[src/core/servo_ctl_pkg.sv]
// package: register map, field layout and shared types of the servo decoder control block
package servo_ctl_pkg;
    localparam logic [11:0] ctl_addr = 12'h000;
    localparam logic [11:0] sta_addr = 12'h004;
    localparam logic [11:0] irq_sta_addr = 12'h008;
    localparam logic [11:0] irq_mask_addr = 12'h00C;
    localparam logic [11:0] sync_addr = 12'h010;
    localparam logic [11:0] seq_pc_addr = 12'h014;
    localparam logic [11:0] timer_addr = 12'h018;

    localparam int hcc_hi = 14;
    localparam int hcc_lo = 10;
    localparam int sel_hi = 9;
    localparam int sel_lo = 7;
    localparam int flag_on_hit = 6;
    localparam int gray_dis = 5;
    localparam int open_search_window = 4;
    localparam int timer_en = 3;
    localparam int burst_branch = 2;
    localparam int write_dis = 1;
    localparam int run_en = 0;
    localparam int sta_reset_search_window = 0;

    localparam logic [15:0] ctl_reset = 16'h0000;
    localparam logic [15:0] ctl_wmask = 16'h7FFF;
    localparam logic [4:0] pc_start = 5'h00;
    localparam logic [4:0] half_cnt_zero = 5'h00;
    localparam logic [4:0] half_cnt_one = 5'h01;
    localparam logic [15:0] timer_one = 16'h0001;
    localparam logic [15:0] timer_zero = 16'h0000;

    localparam int irq_w = 3;
    localparam int irq_mark = 0;
    localparam int irq_flag = 1;
    localparam int irq_centre = 2;

    localparam logic [2:0] sel_search_window = 3'h0;
    localparam logic [2:0] sel_hit = 3'h1;
    localparam logic [2:0] sel_decoded_bit = 3'h2;
    localparam logic [2:0] sel_cell_clock = 3'h3;
    localparam logic [2:0] sel_gray = 3'h4;
    localparam logic [2:0] sel_mark = 3'h5;
    localparam logic [2:0] sel_idx = 3'h6;
    localparam logic [2:0] sel_gsh = 3'h7;

    localparam logic [1:0] htrans_nonseq = 2'h2;

    typedef struct packed {
        logic burst_hit_bit;
        logic decoded_bit;
        logic cell_clock;
        logic timing_mark_found;
        logic index_register_shift_strobe;
        logic gray_shift_strobe;
        logic seq_gray_decode_req;
        logic seq_reset_search;
        logic seq_flag_set;
        logic seq_flag_clear;
        logic branch_type_match;
        logic sector_set_search;
        logic write_gate_req;
        logic cell_start;
        logic read_pulse_trail;
        logic alternate_field_select;
        logic detect_mode_a;
        logic detect_mode_b;
    } decoder_in_t;

    typedef struct packed {
        logic search_window_pin;
        logic search_window;
        logic gray_decode_active;
        logic burst_flag;
        logic take_branch;
        logic qualified_write_gate;
        logic phase_detect;
        logic cell_centre;
        logic timer_reset;
        logic seq_halted;
    } decoder_out_t;

    typedef enum logic [1:0] {
        seq_idle = 2'b00,
        seq_start = 2'b01,
        seq_run = 2'b11
    } seq_state_t;
endpackage

[src/core/decoder_control.sv]
// decoder control register with its AHB-Lite slave, search window and sequencer gating
`timescale 1ns/1ps
//Contract
// load half-cell count at each phase-mode cell
// cell centre after count plus one half-cycles
// select field picks search-window pin source
// hit bit sets sequencer flag when enabled
// master disable suppresses all gray decoding
// writing one opens the search window
// sequencer reset-search clears bit, reset wins
// writing zero leaves open-search bit alone
// sector timer held reset while enable low
// branch when bit set and type matches
// write-disable holds qualified write gate low
// run low holds counter zero, outputs zero
// run high starts at instruction zero
// mode bit chosen by alternate field select
// status reset-search write clears search window
// reserved top bit zero, fields reset zero
module decoder_control (
    input wire logic hclk,
    input wire logic hresetn,
    input wire logic hsel,
    input wire logic [11:0] haddr,
    input wire logic [1:0] htrans,
    input wire logic hwrite,
    input wire logic [2:0] hsize,
    input wire logic [31:0] hwdata,
    input wire logic hready,
    output logic [31:0] hrdata,
    output logic hreadyout,
    output logic hresp,
    input wire servo_ctl_pkg::decoder_in_t dec_in,
    output servo_ctl_pkg::decoder_out_t dec_out,
    output logic [4:0] seq_pc,
    output logic [15:0] sector_timer,
    output logic irq
);
    logic [15:0] decoder_control_reg;
    logic search_window;
    logic burst_flag;
    logic [servo_ctl_pkg::irq_w-1:0] irq_status;
    logic [servo_ctl_pkg::irq_w-1:0] irq_mask;
    servo_ctl_pkg::seq_state_t seq_state;
    logic [15:0] next_ctl;
    logic next_search;
    logic next_flag;
    logic [servo_ctl_pkg::irq_w-1:0] next_irq_status;
    logic [servo_ctl_pkg::irq_w-1:0] next_irq_mask;
    servo_ctl_pkg::seq_state_t next_seq_state;
    logic [4:0] next_pc;
    logic [15:0] next_timer;
    logic [31:0] next_hrdata;

    logic dp_write;
    logic [11:0] dp_addr;
    logic next_dp_write;
    logic [11:0] next_dp_addr;
    logic addr_valid;
    logic wr_ctl;
    logic wr_sta;
    logic wr_irq;
    logic wr_mask;
    logic clr_search;
    logic gray_active;
    logic pin_src;
    logic phase_mode;
    logic centre;
    logic running;
    logic [servo_ctl_pkg::irq_w-1:0] irq_events;

    assign hreadyout = 1'b1;
    assign hresp = 1'b0;
    assign addr_valid = hsel && hready && htrans == servo_ctl_pkg::htrans_nonseq;

    // address phase captured so that the write lands with its data phase
    always_comb begin
        next_dp_write = addr_valid && hwrite;
        next_dp_addr = addr_valid ? haddr : dp_addr;
    end

    always_ff @(posedge hclk or negedge hresetn) begin
        if (!hresetn) begin
            dp_write <= 1'b0;
            dp_addr <= servo_ctl_pkg::ctl_addr;
        end else begin
            dp_write <= next_dp_write;
            dp_addr <= next_dp_addr;
        end
    end

    assign wr_ctl = dp_write && dp_addr == servo_ctl_pkg::ctl_addr;
    assign wr_sta = dp_write && dp_addr == servo_ctl_pkg::sta_addr;
    assign wr_irq = dp_write && dp_addr == servo_ctl_pkg::irq_sta_addr;
    assign wr_mask = dp_write && dp_addr == servo_ctl_pkg::irq_mask_addr;

    // control register; open-search bit is set-only from software
    assign clr_search = dec_in.seq_reset_search
        || (wr_sta && hwdata[servo_ctl_pkg::sta_reset_search_window]);

    always_comb begin
        next_ctl = decoder_control_reg;
        if (wr_ctl) begin
            next_ctl = hwdata[15:0] & servo_ctl_pkg::ctl_wmask;
            // a zero written here keeps the bit
            next_ctl[servo_ctl_pkg::open_search_window] = decoder_control_reg[servo_ctl_pkg::open_search_window]
                | hwdata[servo_ctl_pkg::open_search_window];
        end
        if (clr_search) begin
            next_ctl[servo_ctl_pkg::open_search_window] = 1'b0;
        end
    end

    // window follows the set sources; any reset overrides a simultaneous set
    always_comb begin
        next_search = search_window;
        if (clr_search) begin
            next_search = 1'b0;
        end else if (next_ctl[servo_ctl_pkg::open_search_window] || dec_in.sector_set_search) begin
            next_search = 1'b1;
        end
    end

    assign running = seq_state != servo_ctl_pkg::seq_idle;

    // burst sequencer flag; hardware set wins over clear
    always_comb begin
        next_flag = burst_flag;
        if (dec_in.seq_flag_clear && running) begin
            next_flag = 1'b0;
        end
        if (dec_in.seq_flag_set && running) begin
            next_flag = 1'b1;
        end
        if (decoder_control_reg[servo_ctl_pkg::flag_on_hit] && dec_in.burst_hit_bit) begin
            next_flag = 1'b1;
        end
    end

    // sequencer run gating and instruction counter
    always_comb begin
        next_seq_state = seq_state;
        next_pc = seq_pc;
        unique case (seq_state)
            servo_ctl_pkg::seq_idle: begin
                next_pc = servo_ctl_pkg::pc_start;
                if (decoder_control_reg[servo_ctl_pkg::run_en]) begin
                    next_seq_state = servo_ctl_pkg::seq_start;
                end
            end
            servo_ctl_pkg::seq_start: begin
                next_pc = servo_ctl_pkg::pc_start;
                next_seq_state = servo_ctl_pkg::seq_run;
            end
            servo_ctl_pkg::seq_run: begin
                next_pc = seq_pc + 5'h01;
            end
            default: begin
                next_seq_state = servo_ctl_pkg::seq_idle;
            end
        endcase
        if (!decoder_control_reg[servo_ctl_pkg::run_en]) begin
            next_seq_state = servo_ctl_pkg::seq_idle;
            next_pc = servo_ctl_pkg::pc_start;
        end
    end

    // sector timer counts only while enabled
    always_comb begin
        if (decoder_control_reg[servo_ctl_pkg::timer_en]) begin
            next_timer = sector_timer + servo_ctl_pkg::timer_one;
        end else begin
            next_timer = servo_ctl_pkg::timer_zero;
        end
    end

    // interrupt status: events set, write-one clears, set wins
    assign irq_events[servo_ctl_pkg::irq_mark] = dec_in.timing_mark_found;
    assign irq_events[servo_ctl_pkg::irq_flag] = next_flag && !burst_flag;
    assign irq_events[servo_ctl_pkg::irq_centre] = centre;

    for (genvar i = 0; i < servo_ctl_pkg::irq_w; i++) begin : g_irq_bit
        // an event in the cycle of the clearing write is not lost
        assign next_irq_status[i] = irq_events[i]
            || (irq_status[i] && !(wr_irq && hwdata[i]));
    end

    always_comb begin
        next_irq_mask = irq_mask;
        if (wr_mask) begin
            next_irq_mask = hwdata[servo_ctl_pkg::irq_w-1:0];
        end
    end

    // read mux registered on the address phase; write-through is not needed
    always_comb begin
        next_hrdata = 32'h00000000;
        if (addr_valid && !hwrite) begin
            unique case (haddr)
                servo_ctl_pkg::ctl_addr: next_hrdata[15:0] = decoder_control_reg;
                servo_ctl_pkg::sta_addr: next_hrdata[1] = search_window;
                servo_ctl_pkg::irq_sta_addr: next_hrdata[servo_ctl_pkg::irq_w-1:0] = irq_status;
                servo_ctl_pkg::irq_mask_addr: next_hrdata[servo_ctl_pkg::irq_w-1:0] = irq_mask;
                servo_ctl_pkg::sync_addr: next_hrdata[1:0] = {burst_flag, phase_mode};
                servo_ctl_pkg::seq_pc_addr: next_hrdata[4:0] = seq_pc;
                servo_ctl_pkg::timer_addr: next_hrdata[15:0] = sector_timer;
                default: next_hrdata = 32'h00000000;
            endcase
        end else begin
            next_hrdata = hrdata;
        end
    end

    always_ff @(posedge hclk or negedge hresetn) begin
        if (!hresetn) begin
            decoder_control_reg <= servo_ctl_pkg::ctl_reset;
            search_window <= 1'b0;
        end else begin
            decoder_control_reg <= next_ctl;
            search_window <= next_search;
        end
    end

    always_ff @(posedge hclk or negedge hresetn) begin
        if (!hresetn) begin
            burst_flag <= 1'b0;
        end else begin
            burst_flag <= next_flag;
        end
    end

    always_ff @(posedge hclk or negedge hresetn) begin
        if (!hresetn) begin
            seq_state <= servo_ctl_pkg::seq_idle;
            seq_pc <= servo_ctl_pkg::pc_start;
        end else begin
            seq_state <= next_seq_state;
            seq_pc <= next_pc;
        end
    end

    always_ff @(posedge hclk or negedge hresetn) begin
        if (!hresetn) begin
            sector_timer <= servo_ctl_pkg::timer_zero;
        end else begin
            sector_timer <= next_timer;
        end
    end

    always_ff @(posedge hclk or negedge hresetn) begin
        if (!hresetn) begin
            irq_status <= '0;
            irq_mask <= '0;
        end else begin
            irq_status <= next_irq_status;
            irq_mask <= next_irq_mask;
        end
    end

    always_ff @(posedge hclk or negedge hresetn) begin
        if (!hresetn) begin
            hrdata <= 32'h00000000;
        end else begin
            hrdata <= next_hrdata;
        end
    end

    assign irq = |(irq_status & irq_mask);

    // detection mode chosen by field select
    assign phase_mode = dec_in.alternate_field_select ? dec_in.detect_mode_b
                                                      : dec_in.detect_mode_a;

    half_cell_counter u_half_cell (
        .hclk(hclk),
        .hresetn(hresetn),
        .load(dec_in.cell_start),
        .count(decoder_control_reg[servo_ctl_pkg::hcc_hi:servo_ctl_pkg::hcc_lo]),
        .phase_mode(phase_mode),
        .centre(centre)
    );

    assign gray_active = dec_in.seq_gray_decode_req && running
        && !decoder_control_reg[servo_ctl_pkg::gray_dis];

    always_comb begin
        unique case (decoder_control_reg[servo_ctl_pkg::sel_hi:servo_ctl_pkg::sel_lo])
            servo_ctl_pkg::sel_search_window: pin_src = search_window;
            servo_ctl_pkg::sel_hit: pin_src = dec_in.burst_hit_bit;
            servo_ctl_pkg::sel_decoded_bit: pin_src = dec_in.decoded_bit;
            servo_ctl_pkg::sel_cell_clock: pin_src = dec_in.cell_clock;
            servo_ctl_pkg::sel_gray: pin_src = gray_active;
            servo_ctl_pkg::sel_mark: pin_src = dec_in.timing_mark_found;
            servo_ctl_pkg::sel_idx: pin_src = dec_in.index_register_shift_strobe;
            servo_ctl_pkg::sel_gsh: pin_src = dec_in.gray_shift_strobe;
        endcase
    end

    always_comb begin
        dec_out.search_window_pin = pin_src;
        dec_out.search_window = search_window;
        dec_out.gray_decode_active = gray_active;
        dec_out.burst_flag = burst_flag;
        dec_out.take_branch = running && decoder_control_reg[servo_ctl_pkg::burst_branch]
            && dec_in.branch_type_match;
        dec_out.qualified_write_gate = dec_in.write_gate_req
            && !decoder_control_reg[servo_ctl_pkg::write_dis];
        dec_out.phase_detect = phase_mode;
        dec_out.cell_centre = centre;
        dec_out.timer_reset = !decoder_control_reg[servo_ctl_pkg::timer_en];
        dec_out.seq_halted = !running;
    end
endmodule // decoder_control

[src/core/half_cell_counter.sv]
// half-cell counter that places the centre of each phase-mode bit cell
`timescale 1ns/1ps
module half_cell_counter (
    input wire logic hclk,
    input wire logic hresetn,
    input wire logic load,
    input wire logic [4:0] count,
    input wire logic phase_mode,
    output logic centre
);
    logic [4:0] remain;
    logic active;
    logic [4:0] next_remain;
    logic next_active;
    logic next_centre;

    // centre falls count+1 half-cycles after the load
    always_comb begin
        next_remain = remain;
        next_active = active;
        next_centre = 1'b0;
        if (load && phase_mode) begin
            next_remain = count;
            next_active = 1'b1;
        end else if (active) begin
            if (remain == servo_ctl_pkg::half_cnt_zero) begin
                next_active = 1'b0;
                next_centre = 1'b1;
            end else begin
                next_remain = remain - servo_ctl_pkg::half_cnt_one;
            end
        end
    end

    always_ff @(posedge hclk or negedge hresetn) begin
        if (!hresetn) begin
            remain <= servo_ctl_pkg::half_cnt_zero;
            active <= 1'b0;
            centre <= 1'b0;
        end else begin
            remain <= next_remain;
            active <= next_active;
            centre <= next_centre;
        end
    end
endmodule // half_cell_counter

[config.mk]
export PLATFORM = sky130hd
export DESIGN_NAME = decoder_control
export DESIGN_NICKNAME = d
export VERILOG_FILES = /design/src/core/servo_ctl_pkg.sv /design/src/core/decoder_control.sv /design/src/core/half_cell_counter.sv
export SDC_FILE = /design/constraint.sdc
export NUM_CORES = 1
export LEC_CHECK = 0
export BUFFER_PORTS_ARGS = -buffer_cell sky130_fd_sc_hd__buf_4
export CAP_MARGIN = 20
export CORE_MARGIN = 2
export CORE_UTILIZATION = 45
export CTS_CLUSTER_SIZE = 14
export DETAILED_ROUTE_END_ITERATION = 10
export PLACE_DENSITY = 0.82
export SLEW_MARGIN = 20
export SYNTH_ARGS = -nofsm -noshare
export SYNTH_HDL_FRONTEND = slang
export SYNTH_SLANG_ARGS = --single-unit
[constraint.sdc]
create_clock -name hclk -period 2.5 [get_ports hclk]
set_input_delay 0.25 -clock hclk [delete_from_list [all_inputs] [get_ports hclk]]
set_output_delay 0.25 -clock hclk [all_outputs]
set_load 0.01 [all_outputs]
==> impl_metrics.env, run 1 <==
export IMPL_die_width_um=99.0
export IMPL_layout_drive_gt1_share_pct=34.3
export IMPL_status="completed"
export IMPL_h_tree_depth=3
export IMPL_io_pins=138
export IMPL_finalSetupViolations=0
export IMPL_final_hold_viol_count=0
export IMPL_ys_seq_area_share_pct=50.5
export IMPL_finish_utilization_pct=58.2
export IMPL_design_area_mm2=0.00507
export IMPL_cts_root_buf="clkbuf_8"
export IMPL_worst_hold_path_type="in2reg"
export IMPL_r2r_end="decoder_control_reg[5]$_DFFE_PN0N_"
export IMPL_drc=0
export IMPL_ir_drop_mv=0.358
export IMPL_wl_per_cell_um=16.6
export IMPL_dp_cells=560
export IMPL_yosysWarnings=0
export IMPL_crit_path_end_kind="output port"
export IMPL_cts_sink_count=82
export IMPL_drt_iter0_drc=130
export IMPL_nets=540
export IMPL_setup_tns_ns=0
export IMPL_routed_wl_um=9580
export IMPL_cts_buffers=9
export IMPL_required_ns=2.25
export IMPL_rr_worst_depth=4
export IMPL_vias=3123
export IMPL_dieArea_mm2=0.00980
export IMPL_ant_nets=0
export IMPL_via_per_inst=5.41
export IMPL_critPathLaunchType="register"
export IMPL_worstSetupPathType="reg2out"
export IMPL_grt_pass1_vias=3064
export IMPL_syn_inst=366
export IMPL_synth_edff_count=0
export IMPL_multi_input_area_mm2=0.00179
export IMPL_regArea_mm2=0.00205
export IMPL_place_area_mm2=0.00481
export IMPL_grt_max_degree=48
export IMPL_critPathLaunch="seq_state[0]$_DFFE_PN0P_"
export IMPL_worstSetupEndpoint="dec_out[9]"
export IMPL_cap_violations=0
export IMPL_p_leak_nw=2.43
export IMPL_areaGrowthSynthToFinish_pct=25.0
export IMPL_dr_pass1_iters=4
export IMPL_ctsHoldBuffers=1
export IMPL_netlist_area_mm2=0.00406
export IMPL_grt_usage_pct=19.7
export IMPL_io_buffers=98
export IMPL_dpl_hpwl_um=7270
export IMPL_tightest_slew_ns=0.688
export IMPL_post_synth_cell_area_avg_um2=11.1
export IMPL_clk_latency_ns=0.35
export IMPL_grt_overflow=0
export IMPL_reg2reg_from="dp_addr[1]$_DFFE_PN0P_"
export IMPL_clk_pin_slew_worst_paths_ns=0.08
export IMPL_power_density_mw_per_mm2=716
export IMPL_grt_pass1_wl_um=15100
export IMPL_synth_cell_type_count=54
export IMPL_fill_cells=721
export IMPL_synthFlopType="dfrtp_1"
export IMPL_post_cts_buffers=0
export IMPL_skew_ns=0.00984
export IMPL_timing_slew_headroom_pct=53.9
export IMPL_synthArstFlopShare_pct=100
export IMPL_cts_tree="built"
export IMPL_n_antenna_cell=0
export IMPL_coreArea_mm2=0.00872
export IMPL_clockBufferDepth=2
export IMPL_cp_max_fo=9
export IMPL_ys_ff_latch=82
export IMPL_antenna_found_initial=0
export IMPL_final_cell_mix="buf_4, dfrtp_1, nor2_1"
export IMPL_std_cell_rows=34
export IMPL_slew_viol_final=0
export IMPL_start_util_pct=46.6
export IMPL_fin_crit_sh_pct=93.9
export IMPL_final_common_cell="buf_4"
export IMPL_die_y_um=99.0
export IMPL_rsz0062_at_grt="false"
export IMPL_fmax_ghz=0.426
export IMPL_arrival_ns=2.10
export IMPL_post_route_min_period_ns=2.35
export IMPL_cts_resized_gates=0
export IMPL_r2r_slack_ns=0.45
export IMPL_gp_congestion=0.767
export IMPL_stdcell_count=577
through the flow:
step | power, mW | hold WS (ns) | worst slack, ns
6_report | 3.63 | 0.109 | 0.152
4_1_cts | 3.65 | 0.107 | 0.154
5_1_grt | 3.81 | 0.106 | 0.0894
2_1_floorplan | 2.16 | -0.0456 | 0.489
3_5_place_dp | 2.45 | 0.307 | 0.460
3_3_place_gp | 2.40 | 0.297 | 0.497
critical path, cell delays in order, from the launching register on:
cell and delay [ns]:
dfrtp_1 0.49, nor2_1 0.27, nor3b_1 0.12, mux4_2 0.45, mux2_2 0.28, buf_4 0.14
worst min-delay path by stage:
stage,endpoint,start,cells after the start
floorplan,burst_flag$_DFF_PN0_,hresetn,0
global placement,dp_addr[10]$_DFFE_PN0P_,hresetn,1
detailed placement,dp_addr[10]$_DFFE_PN0P_,hresetn,1
CTS,irq_status[0]$_DFF_PN0_,dec_in[14],2
global route,irq_status[0]$_DFF_PN0_,dec_in[14],2
finish,irq_status[0]$_DFF_PN0_,dec_in[14],2
kinds of logic (layout without fill, tap and decap cells):
kind of cell / count (synthesis) / after routing / synth area share (%)
AO/OA/AOI/OAI: 51 / 51 / 9.52
XOR/XNOR: 18 / 18 / 3.88
adder cells (fa/ha/maj): 4 / 4 / 1.23
buffers and inverters: 47 / 134 / 6.81
flip-flops: 82 / 82 / 50.5
multiplexers: 36 / 36 / 11.3
other: 2 / 18 / 0.185
AND/OR/NAND/NOR: 126 / 126 / 16.5
report_power, final:
| group | leakage (nW) | internal [mW] | switching [mW] | total (mW) |
|---|---|---|---|---|
| combinational | 1.24 | 0.385 | 0.353 | 0.738 |
| clock | 0.123 | 0.719 | 0.477 | 1.20 |
| sequential | 1.07 | 1.50 | 0.199 | 1.70 |
cell usage after synthesis, types with 7 or more instances:
library cell  instances  area (µm²)
dfrtp_1              82        2050
nor2_1               35         131
nand2_1              26        97.6
buf_4                24         180
mux2_2               22         248
inv_1                12        45.0
a221o_1              10         100
and2_0               10        62.6
xor2_1               10        87.6
a21oi_1               9        45.0
nand3_1               9        45.0
clkbuf_1              8        30.0
nand4_1               8        50.1
xnor2_1               8        70.1
mux2_4                7         105
per-layer routing:
layer | vias to the layer above | global-route usage [%] | routed length (µm)
met5 | - | 0 | 0
met4 | 0 | 8.22 | 210
met3 | 16 | 3.83 | 594
met2 | 117 | 30.9 | 4570
met1 | 1540 | 26.8 | 4200
li1 | 1450 | - | -
cell type report:
cell class | instances | share of cell area (%)
clock buffer | 12 | 3.06
clock inverter | 4 | 1.92
inverter | 12 | 0.888
sequential | 82 | 40.4
timing repair buffer | 106 | 15.7
multi-input combinational | 253 | 35.3
tap | 108 | 2.66
Note: power is estimated with default switching activity, not from simulation.
==> inputs of run 2 (changes only) <==
Settings changed: CTS_BUF_LIST set to sky130_fd_sc_hd__clkbuf_8.
==> run 2 against run 1 <==
- power is essentially flat
- die area is the same
- global-route usage is the same
- sequential power is essentially flat
- register-to-register slack is essentially flat
- worst hold slack gained 0.0019 ns
- worst setup slack lost 0.011 ns
- largest power group unchanged
- highest routed layer unchanged
==> impl_metrics.env, run 2 (synthesis results as in run 1) <==
export IMPL_power_switching_share_pct=28.4
export IMPL_antenna_found_initial=0
export IMPL_dieArea_mm2=0.00980
export IMPL_dpl_hpwl_um=7270
export IMPL_stdcell_count=577
export IMPL_seqPwrFrac_pct=46.8
export IMPL_drt_iter0_drc=130
export IMPL_io_buffers=98
export IMPL_ir_drop_mv=0.358
export IMPL_start_util_pct=46.6
export IMPL_dp_cells=560
export IMPL_slowest_stage="dfrtp_1"
export IMPL_p_comb_share_pct=20.3
export IMPL_ant_nets=0
export IMPL_dr_pass1_iters=4
export IMPL_crit_path_end_kind="output port"
export IMPL_coreArea_mm2=0.00872
export IMPL_clockBufferDepth=2
export IMPL_status="completed"
export IMPL_areaGrowthSynthToFinish_pct=25.0
export IMPL_cts_tree="built"
export IMPL_n_antenna_cell=0
export IMPL_std_cell_rows=34
export IMPL_timing_slew_headroom_pct=53.9
export IMPL_cpPeakStageDelay_ns=0.49
export IMPL_grt_max_degree=48
export IMPL_finish_utilization_pct=58.2
export IMPL_layout_setup_ws_ns=0.141
export IMPL_tightest_slew_ns=0.688
export IMPL_worstSetupPathType="reg2out"
export IMPL_power_share_clock_pct=32.9
export IMPL_pre_cts_ws_ns=0.460
export IMPL_ctsHoldBuffers=1
export IMPL_clk_pin_slew_worst_paths_ns=0.08
export IMPL_grt_usage_pct=19.7
export IMPL_p_leak_nw=2.43
export IMPL_layout_drive_gt1_share_pct=34.3
export IMPL_setup_tns_ns=0
export IMPL_cts_root_buf="clkbuf_8"
export IMPL_drc=0
export IMPL_via_per_inst=5.43
export IMPL_design_area_mm2=0.00507
export IMPL_cts_buffers=9
export IMPL_p_int_mw=2.60
export IMPL_final_cell_mix="buf_4, dfrtp_1, nor2_1"
export IMPL_required_ns=2.25
export IMPL_cts_resized_gates=0
export IMPL_place_area_mm2=0.00481
export IMPL_vias=3132
export IMPL_rsz0062_at_grt="false"
export IMPL_final_hold_viol_count=0
export IMPL_grt_overflow=0
export IMPL_crit_family="multiplexers"
export IMPL_hold_ws_ns=0.111
export IMPL_fill_cells=721
export IMPL_crit_buf_inv=1
export IMPL_cap_violations=0
export IMPL_io_pins=138
export IMPL_fin_crit_sh_pct=94.4
export IMPL_total_power_mw=3.63
export IMPL_critPathLaunchType="register"
export IMPL_fmax_ghz=0.424
export IMPL_die_y_um=99.0
export IMPL_cp_max_fo=9
export IMPL_die_width_um=99.0
export IMPL_power_density_mw_per_mm2=716
export IMPL_wl_per_cell_um=16.6
export IMPL_finalSetupViolations=0
export IMPL_gp_congestion=0.767
export IMPL_final_common_cell="buf_4"
export IMPL_slew_viol_final=0
export IMPL_post_cts_buffers=0
export IMPL_post_route_min_period_ns=2.36
export IMPL_cts_sink_count=82
export IMPL_power_switching_mw=1.03
export IMPL_grt_pass1_vias=3064
export IMPL_nets=540
export IMPL_grt_pass1_wl_um=15100
export IMPL_arrival_ns=2.11
export IMPL_h_tree_depth=3
export IMPL_routed_wl_um=9590
export IMPL_skew_ns=0.00980
export IMPL_crit_chain="nor2_1 > nor3b_1 > mux4_2 > mux2_2 > buf_4"
export IMPL_clk_latency_ns=0.35
export IMPL_worst_hold_path_type="in2reg"
run 2: power groups by stage:
stage	Clock, mW	Sequential (mW)	Combinational (mW)
6_report	1.19	1.70	0.738
3_5_place_dp	0	1.72	0.730
3_3_place_gp	0	1.71	0.693
2_1_floorplan	0	1.67	0.491
5_1_grt	1.26	1.73	0.817
4_1_cts	1.20	1.69	0.743
run 2: worst reg2reg max path, delay by kind of cell (launching register included):
kind,cells,cell delay (ns)
flops,1,0.39
mux,1,0.38
buf+inv,1,0.31
simple gates,2,0.86
run 2: cell type report:
class	instances	area (µm²)	share of cell area [%]
clock buffers	11	151	2.98
inverters	12	45.0	0.888
multi-input cells	253	1790	35.3
repair buffers	106	798	15.7
flip-flops and latches	82	2050	40.4
clock inverters	5	101	2.00
well taps	108	135	2.66
run 2: worst paths after layout:
check | from | slack [ns] | end | cells past startpoint
setup / recovery | seq_state[0]$_DFFE_PN0P_ | 0.14 | dec_out[9] | 5
setup reg to reg | dp_addr[1]$_DFFE_PN0P_ | 0.45 | decoder_control_reg[5]$_DFFE_PN0N_ | 4
max in group asynchronous | hresetn | 1.34 | decoder_control_reg[7]$_DFFE_PN0N_ | 3
min in group asynchronous | hresetn | 0.44 | dp_addr[10]$_DFFE_PN0P_ | 2
hold / removal | dec_in[14] | 0.11 | irq_status[0]$_DFF_PN0_ | 2
hold reg to reg | u_half_cell.centre$_DFF_PN0_ | 0.47 | irq_status[2]$_DFF_PN0_ | 1
run 2: per-layer routing:
layer	GRT usage, %	up-vias	wire length (µm)
li1	-	1449	-
met3	3.83	16	600
met1	26.8	1542	4200
met5	0	-	0
met4	8.22	0	210
met2	30.9	125	4580
==> inputs of run 3 (changes only) <==
Settings changed: ABC_AREA set to 1, PLACE_DENSITY 0.82 to 0.81.
==> run 3 against run 2 <==
- register-to-register slack improved by 0.35 ns
- die area grew 4.9%
- worst setup slack better by 0.35 ns
- core utilization decreased by 1.2 points
- first-iteration DRC count is 100% higher
- sequential power about the same
- worst hold slack improved by 0.012 ns
- cell count up 33%
- global-route usage is 1.6 points higher
- synthesized cell count increased by 47%
- cell area up 3.7%
- power fell by 0.66%
==> impl_metrics.env, run 3 <==
export IMPL_status="completed"
export IMPL_synthArstFlopShare_pct=100
export IMPL_ir_drop_mv=0.385
export IMPL_grt_max_degree=83
export IMPL_die_y_um=101
export IMPL_crit_path_end_kind="output port"
export IMPL_n_antenna_cell=0
export IMPL_drc=0
export IMPL_r2r_slack_ns=0.80
export IMPL_worstSetupPathType="reg2out"
export IMPL_std_cell_rows=35
export IMPL_rsz0062_at_grt="false"
export IMPL_cts_buffers=9
export IMPL_skew_ns=0.00732
export IMPL_worst_hold_path_type="in2reg"
export IMPL_synthFlopType="dfrtp_1"
export IMPL_dr_pass1_iters=5
export IMPL_post_route_min_period_ns=2.01
export IMPL_layout_drive_gt1_share_pct=23.9
export IMPL_yosysWarnings=0
export IMPL_final_cell_mix="nand2_1, buf_4, dfrtp_1"
export IMPL_clk_latency_ns=0.36
export IMPL_pre_cts_ws_ns=0.790
export IMPL_dr_wl_met2_um=5160
export IMPL_ant_nets=0
export IMPL_critPathLaunchType="register"
export IMPL_tightest_slew_ns=0.735
export IMPL_netlist_area_mm2=0.00427
export IMPL_fmax_ghz=0.498
export IMPL_grt_pass1_vias=3674
export IMPL_cap_violations=0
export IMPL_dieArea_mm2=0.0103
export IMPL_power_density_mw_per_mm2=685
export IMPL_ys_ff_latch=82
export IMPL_final_hold_viol_count=0
export IMPL_cts_sink_count=82
export IMPL_arrival_ns=1.76
export IMPL_grt_overflow=0
export IMPL_post_cts_buffers=0
export IMPL_wl_per_cell_um=13.7
export IMPL_post_synth_cell_area_avg_um2=7.93
export IMPL_ys_top_cells_by_count="nand2_1, dfrtp_1, nor2_1, inv_1, nand3_1"
export IMPL_yosys_area_top_type="dfrtp_1"
export IMPL_dpl_hpwl_um=7920
export IMPL_synth_most_common_cell="nand2_1"
export IMPL_die_width_um=101
export IMPL_layout_setup_ws_ns=0.490
export IMPL_clk_pin_slew_worst_paths_ns=0.08
export IMPL_h_tree_depth=3
export IMPL_wl_met1_um=4470
export IMPL_routed_top_layer="met4"
export IMPL_ys_seq_area_share_pct=48.1
export IMPL_drt_iter0_drc=261
export IMPL_required_ns=2.25
export IMPL_wl_met3_um=618
export IMPL_synth_cell_type_count=35
export IMPL_start_util_pct=46.2
export IMPL_timing_slew_headroom_pct=51.0
export IMPL_antenna_found_initial=0
export IMPL_grt_pass1_wl_um=17100
export IMPL_slew_viol_final=0
export IMPL_gp_congestion=0.924
export IMPL_nets=707
export IMPL_routed_wl_um=10500
export IMPL_clockBufferDepth=2
export IMPL_cts_root_buf="clkbuf_8"
export IMPL_coreArea_mm2=0.00924
export IMPL_synth_edff_count=0
export IMPL_io_buffers=98
export IMPL_setup_tns_ns=0
export IMPL_synth_top_area_share_pct=48.1
export IMPL_grt_usage_pct=21.3
export IMPL_cp_max_fo=10
export IMPL_syn_inst=538
export IMPL_vias=3845
export IMPL_areaGrowthSynthToFinish_pct=23.4
export IMPL_final_common_cell="nand2_1"
export IMPL_p_leak_nw=2.73
export IMPL_fin_crit_sh_pct=80.4
export IMPL_cts_tree="built"
export IMPL_finalSetupViolations=0
export IMPL_io_pins=138
export IMPL_via_per_inst=5.03
export IMPL_yosys_top_cells_area="dfrtp_1, nand2_1, nor2_1"
-- run 3: cell types whose count changed in the layout (fill, tap and decap cells not counted), moves of 7 or more --
cell / before / now
nand3_1: 9 / 30
nand2_1: 26 / 134
mux2_4: 7 / 0
a21oi_1: 9 / 26
inv_2: 0 / 8
o21ai_1: 0 / 11
a221o_1: 10 / 0
nor2_1: 35 / 62
and2_0: 10 / 0
o21ai_0: 6 / 25
xnor2_1: 8 / 0
mux2_2: 22 / 6
inv_1: 13 / 54
-- run 3: area by class of cell --
cell class | instances | area [µm²]
well taps | 129 | 161
flip-flops and latches | 82 | 2050
fillers | 830 | 3980
repair buffers | 101 | 764
clock inverters | 7 | 116
clock buffers | 9 | 124
inverters | 63 | 236
multi-input cells | 374 | 1810
-- run 3: through the flow --
stage                     instance area (µm²)  total power [mW]  std cells  util, %  hold slack (ns)
after global placement                   5010              2.43        748     54.2            0.463
after detailed placement                 5010              2.48        748     54.2            0.465
final                                    5270              3.61        765     57.0            0.123
after global routing                     5270              3.81        765     57.0            0.136
after CTS                                5250              3.61        764     56.8            0.113
after floorplan                          4330              2.18        554        -          -0.0456
-- run 3: timing repair --
action | in CTS | in global routing
hold buffers | 0 | 1
hold endpoints to repair | 0 | 7
gates resized for setup | 0 | 0
-- run 3: metal layers --
layer | vias to the layer above | track usage [%]
met1 | 1813 | 27.8
met5 | - | 0
met4 | 0 | 7.59
met3 | 30 | 4.42
met2 | 140 | 35.2
li1 | 1862 | -
-- run 3: logic make-up (layout without fill, tap and decap cells) --
family	after synthesis	count (layout)	synth area share, %
other cells	2	18	0.176
buf+inv	98	180	10.9
fa+ha+maj	4	4	1.17
simple gates	261	261	26.7
compound gates	81	81	10.5
xor+xnor	4	4	0.821
flops	82	82	48.1
mux	6	6	1.58
-- run 3: worst paths after layout --
kind	start	to	depth (start not counted)
setup reg to reg	sector_timer[0]$_DFF_PN0_	sector_timer[14]$_DFF_PN0_	8
hold reg to reg	u_half_cell.centre$_DFF_PN0_	irq_status[2]$_DFF_PN0_	2
max in group asynchronous	hresetn	dp_addr[6]$_DFFE_PN0P_	2
min in group asynchronous	hresetn	seq_pc[2]$_DFFE_PN0P_	2
hold / removal	hwrite	dp_write$_DFF_PN0_	3
setup / recovery	seq_state[0]$_DFFE_PN0P_	dec_out[9]	7
-- run 3: critical path, stage by stage, from the launching register on --
cell	delay [ns]
dfrtp_1	0.47
nor2_1	0.31
nor2_1	0.08
nand2_1	0.12
o21ai_0	0.11
o211ai_1	0.11
nand2_1	0.07
buf_4	0.14
-- run 3: power breakdown --
group / total, mW / switching, mW / internal (mW)
sequential: 1.68 / 0.172 / 1.51
clock: 1.15 / 0.489 / 0.663
combinational: 0.779 / 0.436 / 0.343
